<file path="src/logic/dslfs_pkg.sv">
// Package: register map, field layouts, timing constants and carrier types for the speed loop supervisor
package dslfs_pkg;

	// ------------------------------------------------------------
	// Register byte offsets
	// ------------------------------------------------------------
	localparam logic [7:0] DSLFS_OFF_MODE = 8'h00; // Operating mode select
	localparam logic [7:0] DSLFS_OFF_MINF = 8'h04; // Minimum frequency
	localparam logic [7:0] DSLFS_OFF_MAXF = 8'h08; // Maximum frequency
	localparam logic [7:0] DSLFS_OFF_FIXF = 8'h0C; // Fixed frequency
	localparam logic [7:0] DSLFS_OFF_PRE_A = 8'h10; // Preset frequency a
	localparam logic [7:0] DSLFS_OFF_PRE_B = 8'h14; // Preset frequency b
	localparam logic [7:0] DSLFS_OFF_PRE_C = 8'h18; // Preset frequency c
	localparam logic [7:0] DSLFS_OFF_PRE_D = 8'h1C; // Preset frequency d
	localparam logic [7:0] DSLFS_OFF_LOOPEN = 8'h20; // Speed loop enable
	localparam logic [7:0] DSLFS_OFF_SCALE = 8'h24; // Feedback scale
	localparam logic [7:0] DSLFS_OFF_KP = 8'h28; // Proportional gain
	localparam logic [7:0] DSLFS_OFF_KI = 8'h2C; // Integral gain
	localparam logic [7:0] DSLFS_OFF_KD = 8'h30; // Differential gain
	localparam logic [7:0] DSLFS_OFF_SLIP = 8'h34; // Slip limit
	localparam logic [7:0] DSLFS_OFF_SPER = 8'h38; // Feedback sample period
	localparam logic [7:0] DSLFS_OFF_ACTF = 8'h3C; // Actual frequency readout
	localparam logic [7:0] DSLFS_OFF_REQF = 8'h40; // Frequency request, the target in open and closed loop outside fixed mode
	localparam logic [7:0] DSLFS_OFF_FAULT = 8'h44; // Latched fault flags
	localparam logic [7:0] DSLFS_OFF_OUTF = 8'h48; // Output frequency

	// ------------------------------------------------------------
	// Field layout and values
	// ------------------------------------------------------------
	localparam int DSLFS_FW = 16; // Frequency word width
	localparam logic [7:0] DSLFS_MODE_FIXED = 8'h03; // Fixed frequency mode selector
	localparam int DSLFS_NFLT = 10; // Number of fault flags
	localparam int DSLFS_FB_PARAM = 0; // Min above max
	localparam int DSLFS_FB_FIXED = 1; // Fixed outside limits
	localparam int DSLFS_FB_PRE0 = 2; // Presets a..d at bits 2..5
	localparam int DSLFS_FB_TRIP = 6; // External trip
	localparam int DSLFS_FB_ADC = 7; // Converter fault
	localparam int DSLFS_FB_FBHI = 8; // Feedback above 50 V
	localparam int DSLFS_FB_NEG = 9; // Negative feedback
	localparam logic [15:0] DSLFS_FB_MAX_CODE = 16'h7FFF; // Code for 50 V full scale
	localparam logic [15:0] DSLFS_RST_MAXF = 16'h01F4; // Reset max frequency
	localparam logic [15:0] DSLFS_RST_SCALE = 16'h0100; // Scale 1.0 in 8.8
	localparam logic [7:0] DSLFS_RST_SPER = 8'h01; // One sample tick

	// ------------------------------------------------------------
	// Timing
	// ------------------------------------------------------------
	localparam int DSLFS_CLK_MHZ = 250; // Clock rate
	localparam int DSLFS_TICK_MS = 30; // Sample tick in ms
	localparam int DSLFS_TICK_CYC = DSLFS_TICK_MS * 1000 * DSLFS_CLK_MHZ; // Cycles per tick

	// ------------------------------------------------------------
	// Carrier types
	// ------------------------------------------------------------
	typedef struct packed {
		logic run; // Run/stop input level
		logic trip; // External trip input
		logic adc_err; // Converter error flag
		logic [15:0] fb; // Signed feedback code
	} dslfs_in_t;

	typedef struct packed {
		logic [7:0] mode;
		logic [15:0] minf;
		logic [15:0] maxf;
		logic [15:0] fixf;
		logic [3:0][15:0] pre;
		logic loop_en;
		logic [15:0] scale;
		logic [15:0] kp;
		logic [15:0] ki;
		logic [15:0] kd;
		logic [15:0] slip;
		logic [7:0] sper;
		logic [15:0] reqf;
	} dslfs_cfg_t;

endpackage : dslfs_pkg

</file>
<file path="src/logic/dslfs_top.sv">
// Speed loop fault supervisor: APB registers, fault latches, relay and PID regulator
// Behaviour
// - Fault when minimum exceeds maximum frequency
// - Fixed frequency out of limits, mode 003
// - Separate fault per preset out of limits
// - External trip latches until removed and restart
// - Report converter malfunction fault
// - Fault when feedback exceeds 50 V; never raised, as any code above 7FFF has bit 15 set and counts as negative
// - Stop-then-run or power cycle clears faults
// - Relay energised unless any fault present
// - Closed loop drives feedback to request
// - Feedback times scale gives actual frequency
// - Actual frequency readable, display only
// - Fixed mode ramps to fixed frequency
// - Negative feedback never treated as speed
// - Correction from P, I, D gains
// - Clamp actual/output difference to slip limit
// - Actual refreshed every N times 30 ms
module dslfs_top
	import dslfs_pkg::*;
#(
	parameter int TICK_CYC = DSLFS_TICK_CYC // Cycles per 30 ms tick
) (
	// Clock and reset
	input wire logic pclk,
	input wire logic presetn,
	// APB slave
	input wire logic psel,
	input wire logic penable,
	input wire logic pwrite,
	input wire logic [7:0] paddr,
	input wire logic [31:0] pwdata,
	output logic [31:0] prdata,
	output logic pready,
	output logic pslverr,
	// Terminals and feedback
	input wire logic run_stop_input,
	input wire logic external_trip_input,
	input wire logic adc_error_input,
	input wire logic [15:0] speed_feedback_input,
	// Drive outputs
	output logic fault_relay,
	output logic [15:0] output_freq,
	output logic drive_running
);

	// ------------------------------------------------------------
	// State
	// ------------------------------------------------------------
	typedef struct packed {
		dslfs_in_t s1; // First synchroniser stage
		dslfs_in_t s2; // Second synchroniser stage
		dslfs_cfg_t cfg; // Software settings
		logic [DSLFS_NFLT-1:0] flt; // Latched faults
		logic run_d; // Previous run level
		logic stopped; // Stop seen since last restart
		logic [31:0] tick_cnt; // 30 ms divider
		logic [7:0] per_cnt; // Ticks in sample period
		logic [15:0] actf; // Sampled actual frequency
		logic signed [17:0] err_d; // Previous error
		logic signed [31:0] integ; // Integral accumulator
		logic [15:0] outf; // Output frequency
		logic [31:0] rdata; // Read data
	} dslfs_state_t;

	dslfs_state_t st_reg; // Registered state
	dslfs_state_t st_next; // Next state

	// ------------------------------------------------------------
	// Helpers
	// ------------------------------------------------------------
	// Range check shared by fixed and preset frequencies
	function automatic logic dslfs_out_of_range(input logic [15:0] v, input logic [15:0] lo, input logic [15:0] hi);
		dslfs_out_of_range = (v > hi) || (v < lo);
	endfunction : dslfs_out_of_range

	// Saturate a signed value to 0..65535
	function automatic logic [15:0] dslfs_sat16(input logic signed [33:0] v);
		if (v < 0) begin
			dslfs_sat16 = 16'h0000;
		end else if (v > 34'sd65535) begin
			dslfs_sat16 = 16'hFFFF;
		end else begin
			dslfs_sat16 = v[15:0];
		end
	endfunction : dslfs_sat16

	// ------------------------------------------------------------
	// Combinational helpers
	// ------------------------------------------------------------
	logic acc; // APB access phase
	logic [DSLFS_NFLT-1:0] cond; // Live fault conditions
	logic [31:0] scaled; // Feedback times scale
	logic [15:0] fb_pos; // Feedback, negatives forced to zero
	logic [15:0] target; // Requested frequency
	logic sample; // Sample point
	logic tick; // 30 ms tick
	logic signed [17:0] err; // Target minus actual
	logic signed [33:0] corr; // PID correction
	logic [15:0] lo_lim; // Slip lower bound
	logic [15:0] hi_lim; // Slip upper bound
	logic [15:0] want; // Unclamped output

	assign acc = psel && penable;

	// Live fault conditions from settings and synchronised inputs
	always_comb begin
		cond = '0;
		cond[DSLFS_FB_PARAM] = st_reg.cfg.minf > st_reg.cfg.maxf;
		cond[DSLFS_FB_FIXED] = (st_reg.cfg.mode == DSLFS_MODE_FIXED) &&
			dslfs_out_of_range(st_reg.cfg.fixf, st_reg.cfg.minf, st_reg.cfg.maxf);
		for (int i = 0; i < 4; i++) begin
			cond[DSLFS_FB_PRE0 + i] = dslfs_out_of_range(st_reg.cfg.pre[i], st_reg.cfg.minf, st_reg.cfg.maxf);
		end
		cond[DSLFS_FB_TRIP] = st_reg.s2.trip;
		cond[DSLFS_FB_ADC] = st_reg.s2.adc_err;
		cond[DSLFS_FB_FBHI] = !st_reg.s2.fb[15] && (st_reg.s2.fb > DSLFS_FB_MAX_CODE);
		cond[DSLFS_FB_NEG] = st_reg.s2.fb[15] && st_reg.cfg.loop_en;
	end

	// Regulator arithmetic
	always_comb begin
		fb_pos = st_reg.s2.fb[15] ? 16'h0000 : st_reg.s2.fb;
		scaled = fb_pos * st_reg.cfg.scale;
		tick = st_reg.tick_cnt == 32'(TICK_CYC - 1);
		sample = tick && (st_reg.per_cnt + 8'h01 >= st_reg.cfg.sper);
		target = (st_reg.cfg.mode == DSLFS_MODE_FIXED) ? st_reg.cfg.fixf : st_reg.cfg.reqf;
		err = 18'(signed'({2'b00, target})) - 18'(signed'({2'b00, st_reg.actf}));
		corr = 34'(signed'({1'b0, st_reg.cfg.kp}) * err) + 34'(st_reg.integ + signed'({1'b0, st_reg.cfg.ki}) * err)
			+ 34'(signed'({1'b0, st_reg.cfg.kd}) * (err - st_reg.err_d));
		want = dslfs_sat16(34'(signed'({2'b00, target})) + (corr >>> 8));
		lo_lim = (st_reg.actf > st_reg.cfg.slip) ? st_reg.actf - st_reg.cfg.slip : 16'h0000;
		hi_lim = dslfs_sat16(34'(st_reg.actf) + 34'(st_reg.cfg.slip));
	end

	// ------------------------------------------------------------
	// Next state
	// ------------------------------------------------------------
	always_comb begin
		st_next = st_reg;
		// Two-stage input synchroniser
		st_next.s1 = '{run: run_stop_input, trip: external_trip_input,
			adc_err: adc_error_input, fb: speed_feedback_input};
		st_next.s2 = st_reg.s1;
		st_next.run_d = st_reg.s2.run;
		// Stop-then-run clears; new conditions win over the clear
		if (!st_reg.s2.run) begin
			st_next.stopped = 1'b1;
		end
		if (st_reg.s2.run && !st_reg.run_d && st_reg.stopped) begin
			st_next.flt = cond;
			st_next.stopped = 1'b0;
		end else begin
			st_next.flt = st_reg.flt | cond;
		end
		// Sample tick divider
		if (tick) begin
			st_next.tick_cnt = '0;
			st_next.per_cnt = sample ? 8'h00 : st_reg.per_cnt + 8'h01;
		end else begin
			st_next.tick_cnt = st_reg.tick_cnt + 32'h1;
		end
		// Regulator update once per sample period
		if (sample) begin
			st_next.actf = scaled[23:8];
			if (st_reg.cfg.loop_en && st_reg.s2.run && st_reg.flt == '0) begin
				st_next.integ = st_reg.integ + 32'(signed'({1'b0, st_reg.cfg.ki}) * err);
				st_next.err_d = err;
				// Clamp to the slip window around actual frequency
				if (want > hi_lim) begin
					st_next.outf = hi_lim;
				end else if (want < lo_lim) begin
					st_next.outf = lo_lim;
				end else begin
					st_next.outf = want;
				end
			end
		end
		// Open loop follows the request directly
		if (!st_reg.cfg.loop_en) begin
			st_next.outf = target;
			st_next.integ = '0;
			st_next.err_d = '0;
		end
		if (!st_reg.s2.run || st_reg.flt != '0) begin
			st_next.outf = 16'h0000;
			st_next.integ = '0;
		end
		// APB writes
		if (acc && pwrite) begin
			case (paddr)
				DSLFS_OFF_MODE: st_next.cfg.mode = pwdata[7:0];
				DSLFS_OFF_MINF: st_next.cfg.minf = pwdata[15:0];
				DSLFS_OFF_MAXF: st_next.cfg.maxf = pwdata[15:0];
				DSLFS_OFF_FIXF: st_next.cfg.fixf = pwdata[15:0];
				DSLFS_OFF_PRE_A: st_next.cfg.pre[0] = pwdata[15:0];
				DSLFS_OFF_PRE_B: st_next.cfg.pre[1] = pwdata[15:0];
				DSLFS_OFF_PRE_C: st_next.cfg.pre[2] = pwdata[15:0];
				DSLFS_OFF_PRE_D: st_next.cfg.pre[3] = pwdata[15:0];
				DSLFS_OFF_LOOPEN: st_next.cfg.loop_en = pwdata[0];
				DSLFS_OFF_SCALE: st_next.cfg.scale = pwdata[15:0];
				DSLFS_OFF_KP: st_next.cfg.kp = pwdata[15:0];
				DSLFS_OFF_KI: st_next.cfg.ki = pwdata[15:0];
				DSLFS_OFF_KD: st_next.cfg.kd = pwdata[15:0];
				DSLFS_OFF_SLIP: st_next.cfg.slip = pwdata[15:0];
				DSLFS_OFF_SPER: st_next.cfg.sper = (pwdata[7:0] == 8'h00) ? 8'h01 : pwdata[7:0];
				DSLFS_OFF_REQF: st_next.cfg.reqf = pwdata[15:0];
				default: ; // Read-only or unmapped: ignored
			endcase
		end
		// APB read data captured in setup so it is ready in access
		if (psel && !penable && !pwrite) begin
			case (paddr)
				DSLFS_OFF_MODE: st_next.rdata = {24'h0, st_reg.cfg.mode};
				DSLFS_OFF_MINF: st_next.rdata = {16'h0, st_reg.cfg.minf};
				DSLFS_OFF_MAXF: st_next.rdata = {16'h0, st_reg.cfg.maxf};
				DSLFS_OFF_FIXF: st_next.rdata = {16'h0, st_reg.cfg.fixf};
				DSLFS_OFF_PRE_A: st_next.rdata = {16'h0, st_reg.cfg.pre[0]};
				DSLFS_OFF_PRE_B: st_next.rdata = {16'h0, st_reg.cfg.pre[1]};
				DSLFS_OFF_PRE_C: st_next.rdata = {16'h0, st_reg.cfg.pre[2]};
				DSLFS_OFF_PRE_D: st_next.rdata = {16'h0, st_reg.cfg.pre[3]};
				DSLFS_OFF_LOOPEN: st_next.rdata = {31'h0, st_reg.cfg.loop_en};
				DSLFS_OFF_SCALE: st_next.rdata = {16'h0, st_reg.cfg.scale};
				DSLFS_OFF_KP: st_next.rdata = {16'h0, st_reg.cfg.kp};
				DSLFS_OFF_KI: st_next.rdata = {16'h0, st_reg.cfg.ki};
				DSLFS_OFF_KD: st_next.rdata = {16'h0, st_reg.cfg.kd};
				DSLFS_OFF_SLIP: st_next.rdata = {16'h0, st_reg.cfg.slip};
				DSLFS_OFF_SPER: st_next.rdata = {24'h0, st_reg.cfg.sper};
				DSLFS_OFF_ACTF: st_next.rdata = {16'h0, st_reg.actf};
				DSLFS_OFF_REQF: st_next.rdata = {16'h0, st_reg.cfg.reqf};
				DSLFS_OFF_FAULT: st_next.rdata = {22'h0, st_reg.flt};
				DSLFS_OFF_OUTF: st_next.rdata = {16'h0, st_reg.outf};
				default: st_next.rdata = 32'h0000_0000;
			endcase
		end
	end

	// ------------------------------------------------------------
	// State register
	// ------------------------------------------------------------
	// Only constants under reset; power cycle clears every fault
	always_ff @(posedge pclk or negedge presetn) begin
		if (!presetn) begin
			st_reg <= '0;
			st_reg.cfg.maxf <= DSLFS_RST_MAXF;
			st_reg.cfg.scale <= DSLFS_RST_SCALE;
			st_reg.cfg.sper <= DSLFS_RST_SPER;
		end else begin
			st_reg <= st_next;
		end
	end

	// ------------------------------------------------------------
	// Outputs
	// ------------------------------------------------------------
	assign prdata = st_reg.rdata;
	assign pready = 1'b1; // Zero wait states
	assign pslverr = 1'b0;
	assign fault_relay = (st_reg.flt == '0);
	assign output_freq = st_reg.outf;
	assign drive_running = st_reg.s2.run && (st_reg.flt == '0);
endmodule : dslfs_top

</file>
<file path="config.mk">
export PLATFORM = sky130hd
export DESIGN_NAME = dslfs_top
export DESIGN_NICKNAME = d
export VERILOG_FILES = /design/src/logic/dslfs_pkg.sv /design/src/logic/dslfs_top.sv
export SDC_FILE = /design/constraint.sdc
export NUM_CORES = 2
export LEC_CHECK = 0
export BUFFER_PORTS_ARGS = -buffer_cell sky130_fd_sc_hd__buf_2
export CAP_MARGIN = 0
export CELL_PAD_IN_SITES_DETAIL_PLACEMENT = 1
export CELL_PAD_IN_SITES_GLOBAL_PLACEMENT = 1
export CORE_ASPECT_RATIO = 2
export CORE_UTILIZATION = 47
export DETAILED_ROUTE_END_ITERATION = 12
export HOLD_SLACK_MARGIN = 0.15
export PLACE_DENSITY = 0.8
export REMOVE_ABC_BUFFERS = 1
export SETUP_SLACK_MARGIN = 0.1
export SLEW_MARGIN = 40
export SYNTH_ARGS = -nofsm -noshare
export SYNTH_HDL_FRONTEND = slang
export SYNTH_SLANG_ARGS = --single-unit
</file>
<file path="constraint.sdc">
create_clock -name pclk -period 15.7 [get_ports pclk]
set_input_delay 3.14 -clock pclk [delete_from_list [all_inputs] [get_ports pclk]]
set_output_delay 3.14 -clock pclk [all_outputs]
set_load 0.01 [all_outputs]
</file>
## Word-level counts from Yosys, hierarchy flattened

Cells that the tools add are included.

- $add $sub $neg: 11
- Multiply operators: 5
- Order comparisons: 20
- Equality and inequality tests: 25
- Multiplexer cells: 20
- Bitwise gates (word level): 1
- Reduce and logical (&&, ||, !) cells: 46

Operator list:

| operator | count |
|---|---|
| $pmux 16 s19 | 1 |
| $mux 66 | 3 |
| $gt 16x16->1 | 8 |
| $mux 16 | 8 |
| $lt 16x16->1 | 6 |
| $add 34x34->34 | 2 |
| $mul 17x17->34 | 2 |
| $eq 8x6->1 const B | 8 |
| $mux 48 | 1 |
| $reduce_and 2->1 | 18 |
| $add 32x34->34 | 1 |
| $mul 17x19->34 | 1 |
| $add 32x1->32 const B | 1 |
| $add 32x32->32 | 1 |
| $eq 32x23->1 const B | 1 |
| $eq 8x5->1 const B | 4 |
| $mul 17x17->32 | 1 |
| $mux 32 | 1 |
| $add 17x26->27 | 1 |
| $gt 27x17->1 const B | 1 |
| $lt 27x1->1 const B | 1 |
| $eq 8x7->1 const B | 3 |
| $mul 15x16->24 | 1 |
| $sub 17x18->19 | 1 |
| other kinds (24) | 52 |

- Register bits after elaboration: 429
- Input bits: 64
- Output and inout port bits: 52
- Logic and storage cells: 162

## Longest topological paths before layout

- Depth after elaboration: 18
- Gate-level depth with buffers: 82
- Mapped depth without buffers: 75

## Least setup slack after synthesis

No wires, ideal clock.

- Path kind: flip-flop to flip-flop
- Start: reg st_reg[388] in the netlist's numbering
- End: reg st_reg (netlist bit output_freq[10])
- Library setup time: 0.096 ns
- Arrival: 16.919 ns
- Required time: 15.604 ns
- Slack: -1.315 ns
- Cell stages (with the launch flop): 76
- Buffers on the path: 7
- Clock period less this slack: 17.015 ns
- Path through: dfrtp_1 > nor4b_1 > nand2_1 > clkbuf_1 > nand2_1 > o21ai_0 > inv_1 > ha_1 > inv_1 > fa_1 > nand2_1 > nand2_1 > a21oi_1 > o21ai_0 > a21oi_1 > o21bai_1 > a21oi_1 > nor2b_1 > (+40 left out) > clkbuf_1 > a21oi_1 > inv_1 > ha_1 > a21o_1 > a21o_1 > a21o_1 > a21o_1 > a21oi_1 > nor2b_1 > o21ai_0 > o211ai_1 > or3_1 > o31a_1 > buf_6 > buf_6 > mux2_4 > a311oi_2

- Longest elaborated chain between the ends: 18
- Elaborated cells on any way between the ends: 23
- Classes of those cells: add/sub (6); mul (3); order compare (4); eq/ne (1); mux (9)

Ends and longest elaborated chain:

| what | line | RTL |
|---|---|---|
| start: declaration | dslfs_top.sv:66 | `dslfs_state_t st_reg;` |
| start signal: assignment | dslfs_top.sv:249 | `st_reg <= st_next;` |
| $eq 8x2->1 (*) | dslfs_top.sv:127 | `target = (st_reg.cfg.mode == DSLFS_MODE_FIXED) ? st_reg.cfg.fixf : st_reg.cfg.reqf;` |
| $mux 16 (*) | dslfs_top.sv:127 |  |
| $sub 16x16->17 | dslfs_top.sv:128 | `err = 18'(signed'({2'b00, target})) - 18'(signed'({2'b00, st_reg.actf}));` |
| $mul 17x17->34 | dslfs_top.sv:129 | `corr = 34'(signed'({1'b0, st_reg.cfg.kp}) * err) + 34'(st_reg.integ + signed'({1'b0, st_reg.cfg.ki}) * err)` |
| $add 32x34->34 | dslfs_top.sv:129 |  |
| $add 34x34->34 | dslfs_top.sv:129 |  |
| $add 34x34->34 | dslfs_top.sv:130 | `+ 34'(signed'({1'b0, st_reg.cfg.kd}) * (err - st_reg.err_d));` |
| $add 17x26->27 | dslfs_top.sv:131 | `want = dslfs_sat16(34'(signed'({2'b00, target})) + (corr >>> 8));` |
| (+2 left out) | -- |  |
| $mux 16 | dslfs_top.sv:79 | `if (v < 0) begin` |
| $lt 16x16->1 | dslfs_top.sv:172 | `end else if (want < lo_lim) begin` |
| $mux 16 | dslfs_top.sv:172 |  |
| $mux 16 | dslfs_top.sv:170 | `if (want > hi_lim) begin` |
| $mux 66 | dslfs_top.sv:166 | `if (st_reg.cfg.loop_en && st_reg.s2.run && st_reg.flt == '0) begin` |
| $mux 66 | dslfs_top.sv:164 | `if (sample) begin` |
| $mux 66 (*) | dslfs_top.sv:180 | `if (!st_reg.cfg.loop_en) begin` |
| $mux 48 (*) | dslfs_top.sv:185 | `if (!st_reg.s2.run \|\| st_reg.flt != '0) begin` |

Every way passes the cells marked *; elsewhere a longest branch is shown, timed or not. The select of a mux whose other input is x is not followed.
A chain may end at the register's enable or synchronous reset.

## Worst setup path in the final report

- Start: reg st_reg[386] in the netlist's numbering
- End: reg st_reg (netlist bit output_freq[1])

Same word-level chain as after synthesis.

==> results.json <==
{
  "violations": "setup timing",
  "cpPeakStageDelay_ns": 0.61,
  "die_y_um": 536,
  "wire_per_inst_um": 30.3,
  "crit_type": "reg2reg",
  "hp-class": "reg2reg",
  "worst_slew_pin_slew_ns": 1.03,
  "crit_slowest_cell": "fa_1",
  "grt_setup_unrepaired": "true",
  "die_w_um": 269,
  "multiInputGateArea_um2": 50600,
  "endpoint_kind": "flip-flop",
  "syn_inst": 7080,
  "power_density_nw_per_um2": 65.6,
  "yosys_register_bits": 412,
  "path_common_cell": "fa_1",
  "fin_worst_skew_ns": 0.0332,
  "cts-root-buf": "clkbuf_16",
  "crit_fanout": 4,
  "netlist_area_um2": 66900,
  "cts_made_buffers": 45,
  "hold_ws_ns": 0.338,
  "design.core.area_um2": 141000,
  "fmax_mhz": 60.1,
  "ant_nets": 0,
  "period_needed_ns": 16.63,
  "ys_types": 80,
  "start_kind": "flip-flop",
  "fillers": 16000,
  "grt_pass1_wl_um": 414000,
  "cp.arrival_ns": 17.25,
  "p_leak_nw": 38.6,
  "grt.total_usage_pct": 40.6,
  "cts_tree": "built",
  "synth-edff-count": 0,
  "largest_reg_flops": 358,
  "setup_viol": 16,
  "layout_setup_ws_ns": -0.935,
  "final_cell_area_um2": 75300,
  "dieArea_um2": 144000,
  "start_util_pct": 47.4,
  "clk_path_buf_depth": 3,
  "path_clk_slew_ns": 0.08,
  "grt_max_degree": 147,
  "core.rowCount": 195,
  "routabilityCongestion": 1.02,
  "insertion_delay_ns": 0.69,
  "synth-main-ff-cell": "dfrtp_1",
  "drt_iter0_markers": 2948,
  "slew_headroom_pct": 31.6,
  "post_dp_cell_area_um2": 72700,
  "required_ns": 16.31,
  "cap_viol_max_count": 0,
  "wirelength_um": 284000,
  "htreeDepth": 2,
  "drive_above_1_share_pct": 16.1,
  "finalNetCount": 9351,
  "io_buffer_count": 81,
  "vdd_ir_drop_max_v": 0.000103,
  "ios": 116,
  "yosysWarningCount": 0,
  "synth-async-reset-ratio_pct": 100,
  "slew_viol_final": 0,
  "area_delta_synth_final_pct": 12.6,
  "seq_area_frac_synth_pct": 15.4,
  "detailed_place_hpwl_um": 229000,
  "hold_viol_final": 0,
  "viasPerCell": 5.91,
  "overflow": 0,
  "via_count": 55500,
  "seq_area_um2": 10300,
  "cts.sinks": 412,
  "syn_area_per_cell_um2": 9.45,
  "status": "finished with violations",
  "drt-pass1-iter-count": 6,
  "cts_hold_buf": 0,
  "grt_pass1_vias": 65600,
  "finalCritPeriodShare_pct": 106,
  "antenna_found_initial": 14,
  "drcViolationCount": 0
}
what timing repair did:
action | 4_1_cts | 5_1_grt
endpoints found under the setup margin | 16 | 16
buffers inserted | 29 | 20
cloned | 1 | 0
pin swaps | 55 | 51
resized for setup | 118 | 50
placed cells by master (no fill, tap or decap), types with 34 or more instances in the layout:
cell	count
mux2_2	238
a22oi_1	93
buf_2	80
nand3_1	69
nand4_1	57
ha_1	674
dfrtp_1	387
nor2_1	199
o21ai_0	97
a21o_1	94
buf_4	572
a21oi_1	170
nor2b_1	93
fa_1	1111
a22o_1	34
and2_1	378
xnor2_1	130
inv_1	1444
xor2_1	57
clkbuf_16	45
nand2b_1	88
nand2_1	804
o21a_1	36
cell families (layout without fill, tap and decap cells):
kind of cell,after synthesis,in the layout,share of synthesized area [%]
xor+xnor,200,200,2.62
flops,412,412,15.4
other cells,2,26,0.0112
fa+ha+maj,1807,1807,46.4
mux,247,247,4.16
simple gates,1871,1871,13.6
buf+inv,1793,2212,10.4
compound gates,748,748,7.48
per-layer routing:
layer  global-route usage [%]  vias to the layer above  routed length (um)
li1                         -                    22800                   -
met1                     34.7                    28500               81600
met2                     72.8                     2527              147000
met3                     7.43                     1710               14900
met4                     47.0                        8               40400
met5                        0                        -                  59
layout make-up:
cell class | instances | share of cell area, %
Clock inverter | 22 | 0.307
Multi-Input combinational cell | 4891 | 67.2
Sequential cell | 412 | 13.7
Inverter | 1452 | 7.23
Antenna cell | 8 | 0.0266
Timing Repair Buffer | 678 | 6.77
Tap cell | 1871 | 3.11
Clock buffer | 60 | 1.68
critical path: cells and delay by family (launching register included):
family                     cells  cell delay (ns)
AOI/OAI and AO/OA             28             5.09
muxes                          2             0.59
buffers and inverters         14             1.56
DFF                            1             0.41
xor gates and xnor gates       2             0.23
adders and majority gates     14             5.99
and+or+nand+nor               15             2.69
path summary, 6_finish.rpt:
| path | endpoint | cells after the start | slack (ns) | start |
|---|---|---|---|---|
| min in group asynchronous | st_reg[132]$_DFF_PN0_ | 1 | 2.42 | presetn |
| setup / recovery | output_freq[1]$_DFFE_PN0P_ | 75 | -0.93 | st_reg[386]$_DFFE_PN0P_ |
| hold reg to reg | st_next[155]$_DFF_PN0_ | 0 | 0.34 | st_next[409]$_DFF_PN0_ |
| hold / removal | st_next[155]$_DFF_PN0_ | 0 | 0.34 | st_next[409]$_DFF_PN0_ |
| max in group asynchronous | st_reg[239]$_DFFE_PN0P_ | 5 | 10.64 | presetn |
| setup reg to reg | output_freq[1]$_DFFE_PN0P_ | 75 | -0.93 | st_reg[386]$_DFFE_PN0P_ |
synth_stat cells (all sizes together) (102+ instances only):
cell type	count	share of area, %
a21oi	199	1.5
and2	378	3.5
clkbuf	275	1.5
dfrtp	404	15
fa	1119	33
ha	688	13
inv	1452	8.1
mux2	244	4.1
nand2	818	4.6
nor2	208	1.2
nor2b	102	0.95
o21ai	125	0.94
xnor2	140	1.8
through the flow:
step | std cells | setup TNS [ns] | power [W] | setup WS, ns | util (%)
2_1_floorplan | 6755 | -24.97 | 0.00225 | -1.73 | -
3_3_place_gp | 9251 | -31.27 | 0.00341 | -2.05 | 51.4
3_5_place_dp | 9252 | -37.32 | 0.00348 | -2.42 | 51.5
5_1_grt | 9387 | -20.40 | 0.00515 | -1.39 | 53.3
6_report | 9394 | -12.93 | 0.00495 | -0.935 | 53.3
4_1_cts | 9364 | -9.15 | 0.00485 | -0.681 | 53.0
where the power goes:
part / leakage, nW / total [W] / switching, W / internal, W
sequential: 5.52 / 0.00114 / 0.0000503 / 0.00109
combinational: 32.4 / 0.00265 / 0.00148 / 0.00117
clock: 0.710 / 0.00116 / 0.000562 / 0.000594
total: 38.6 / 0.00495 / 0.00209 / 0.00285
Power figures use the tool's default switching activity.
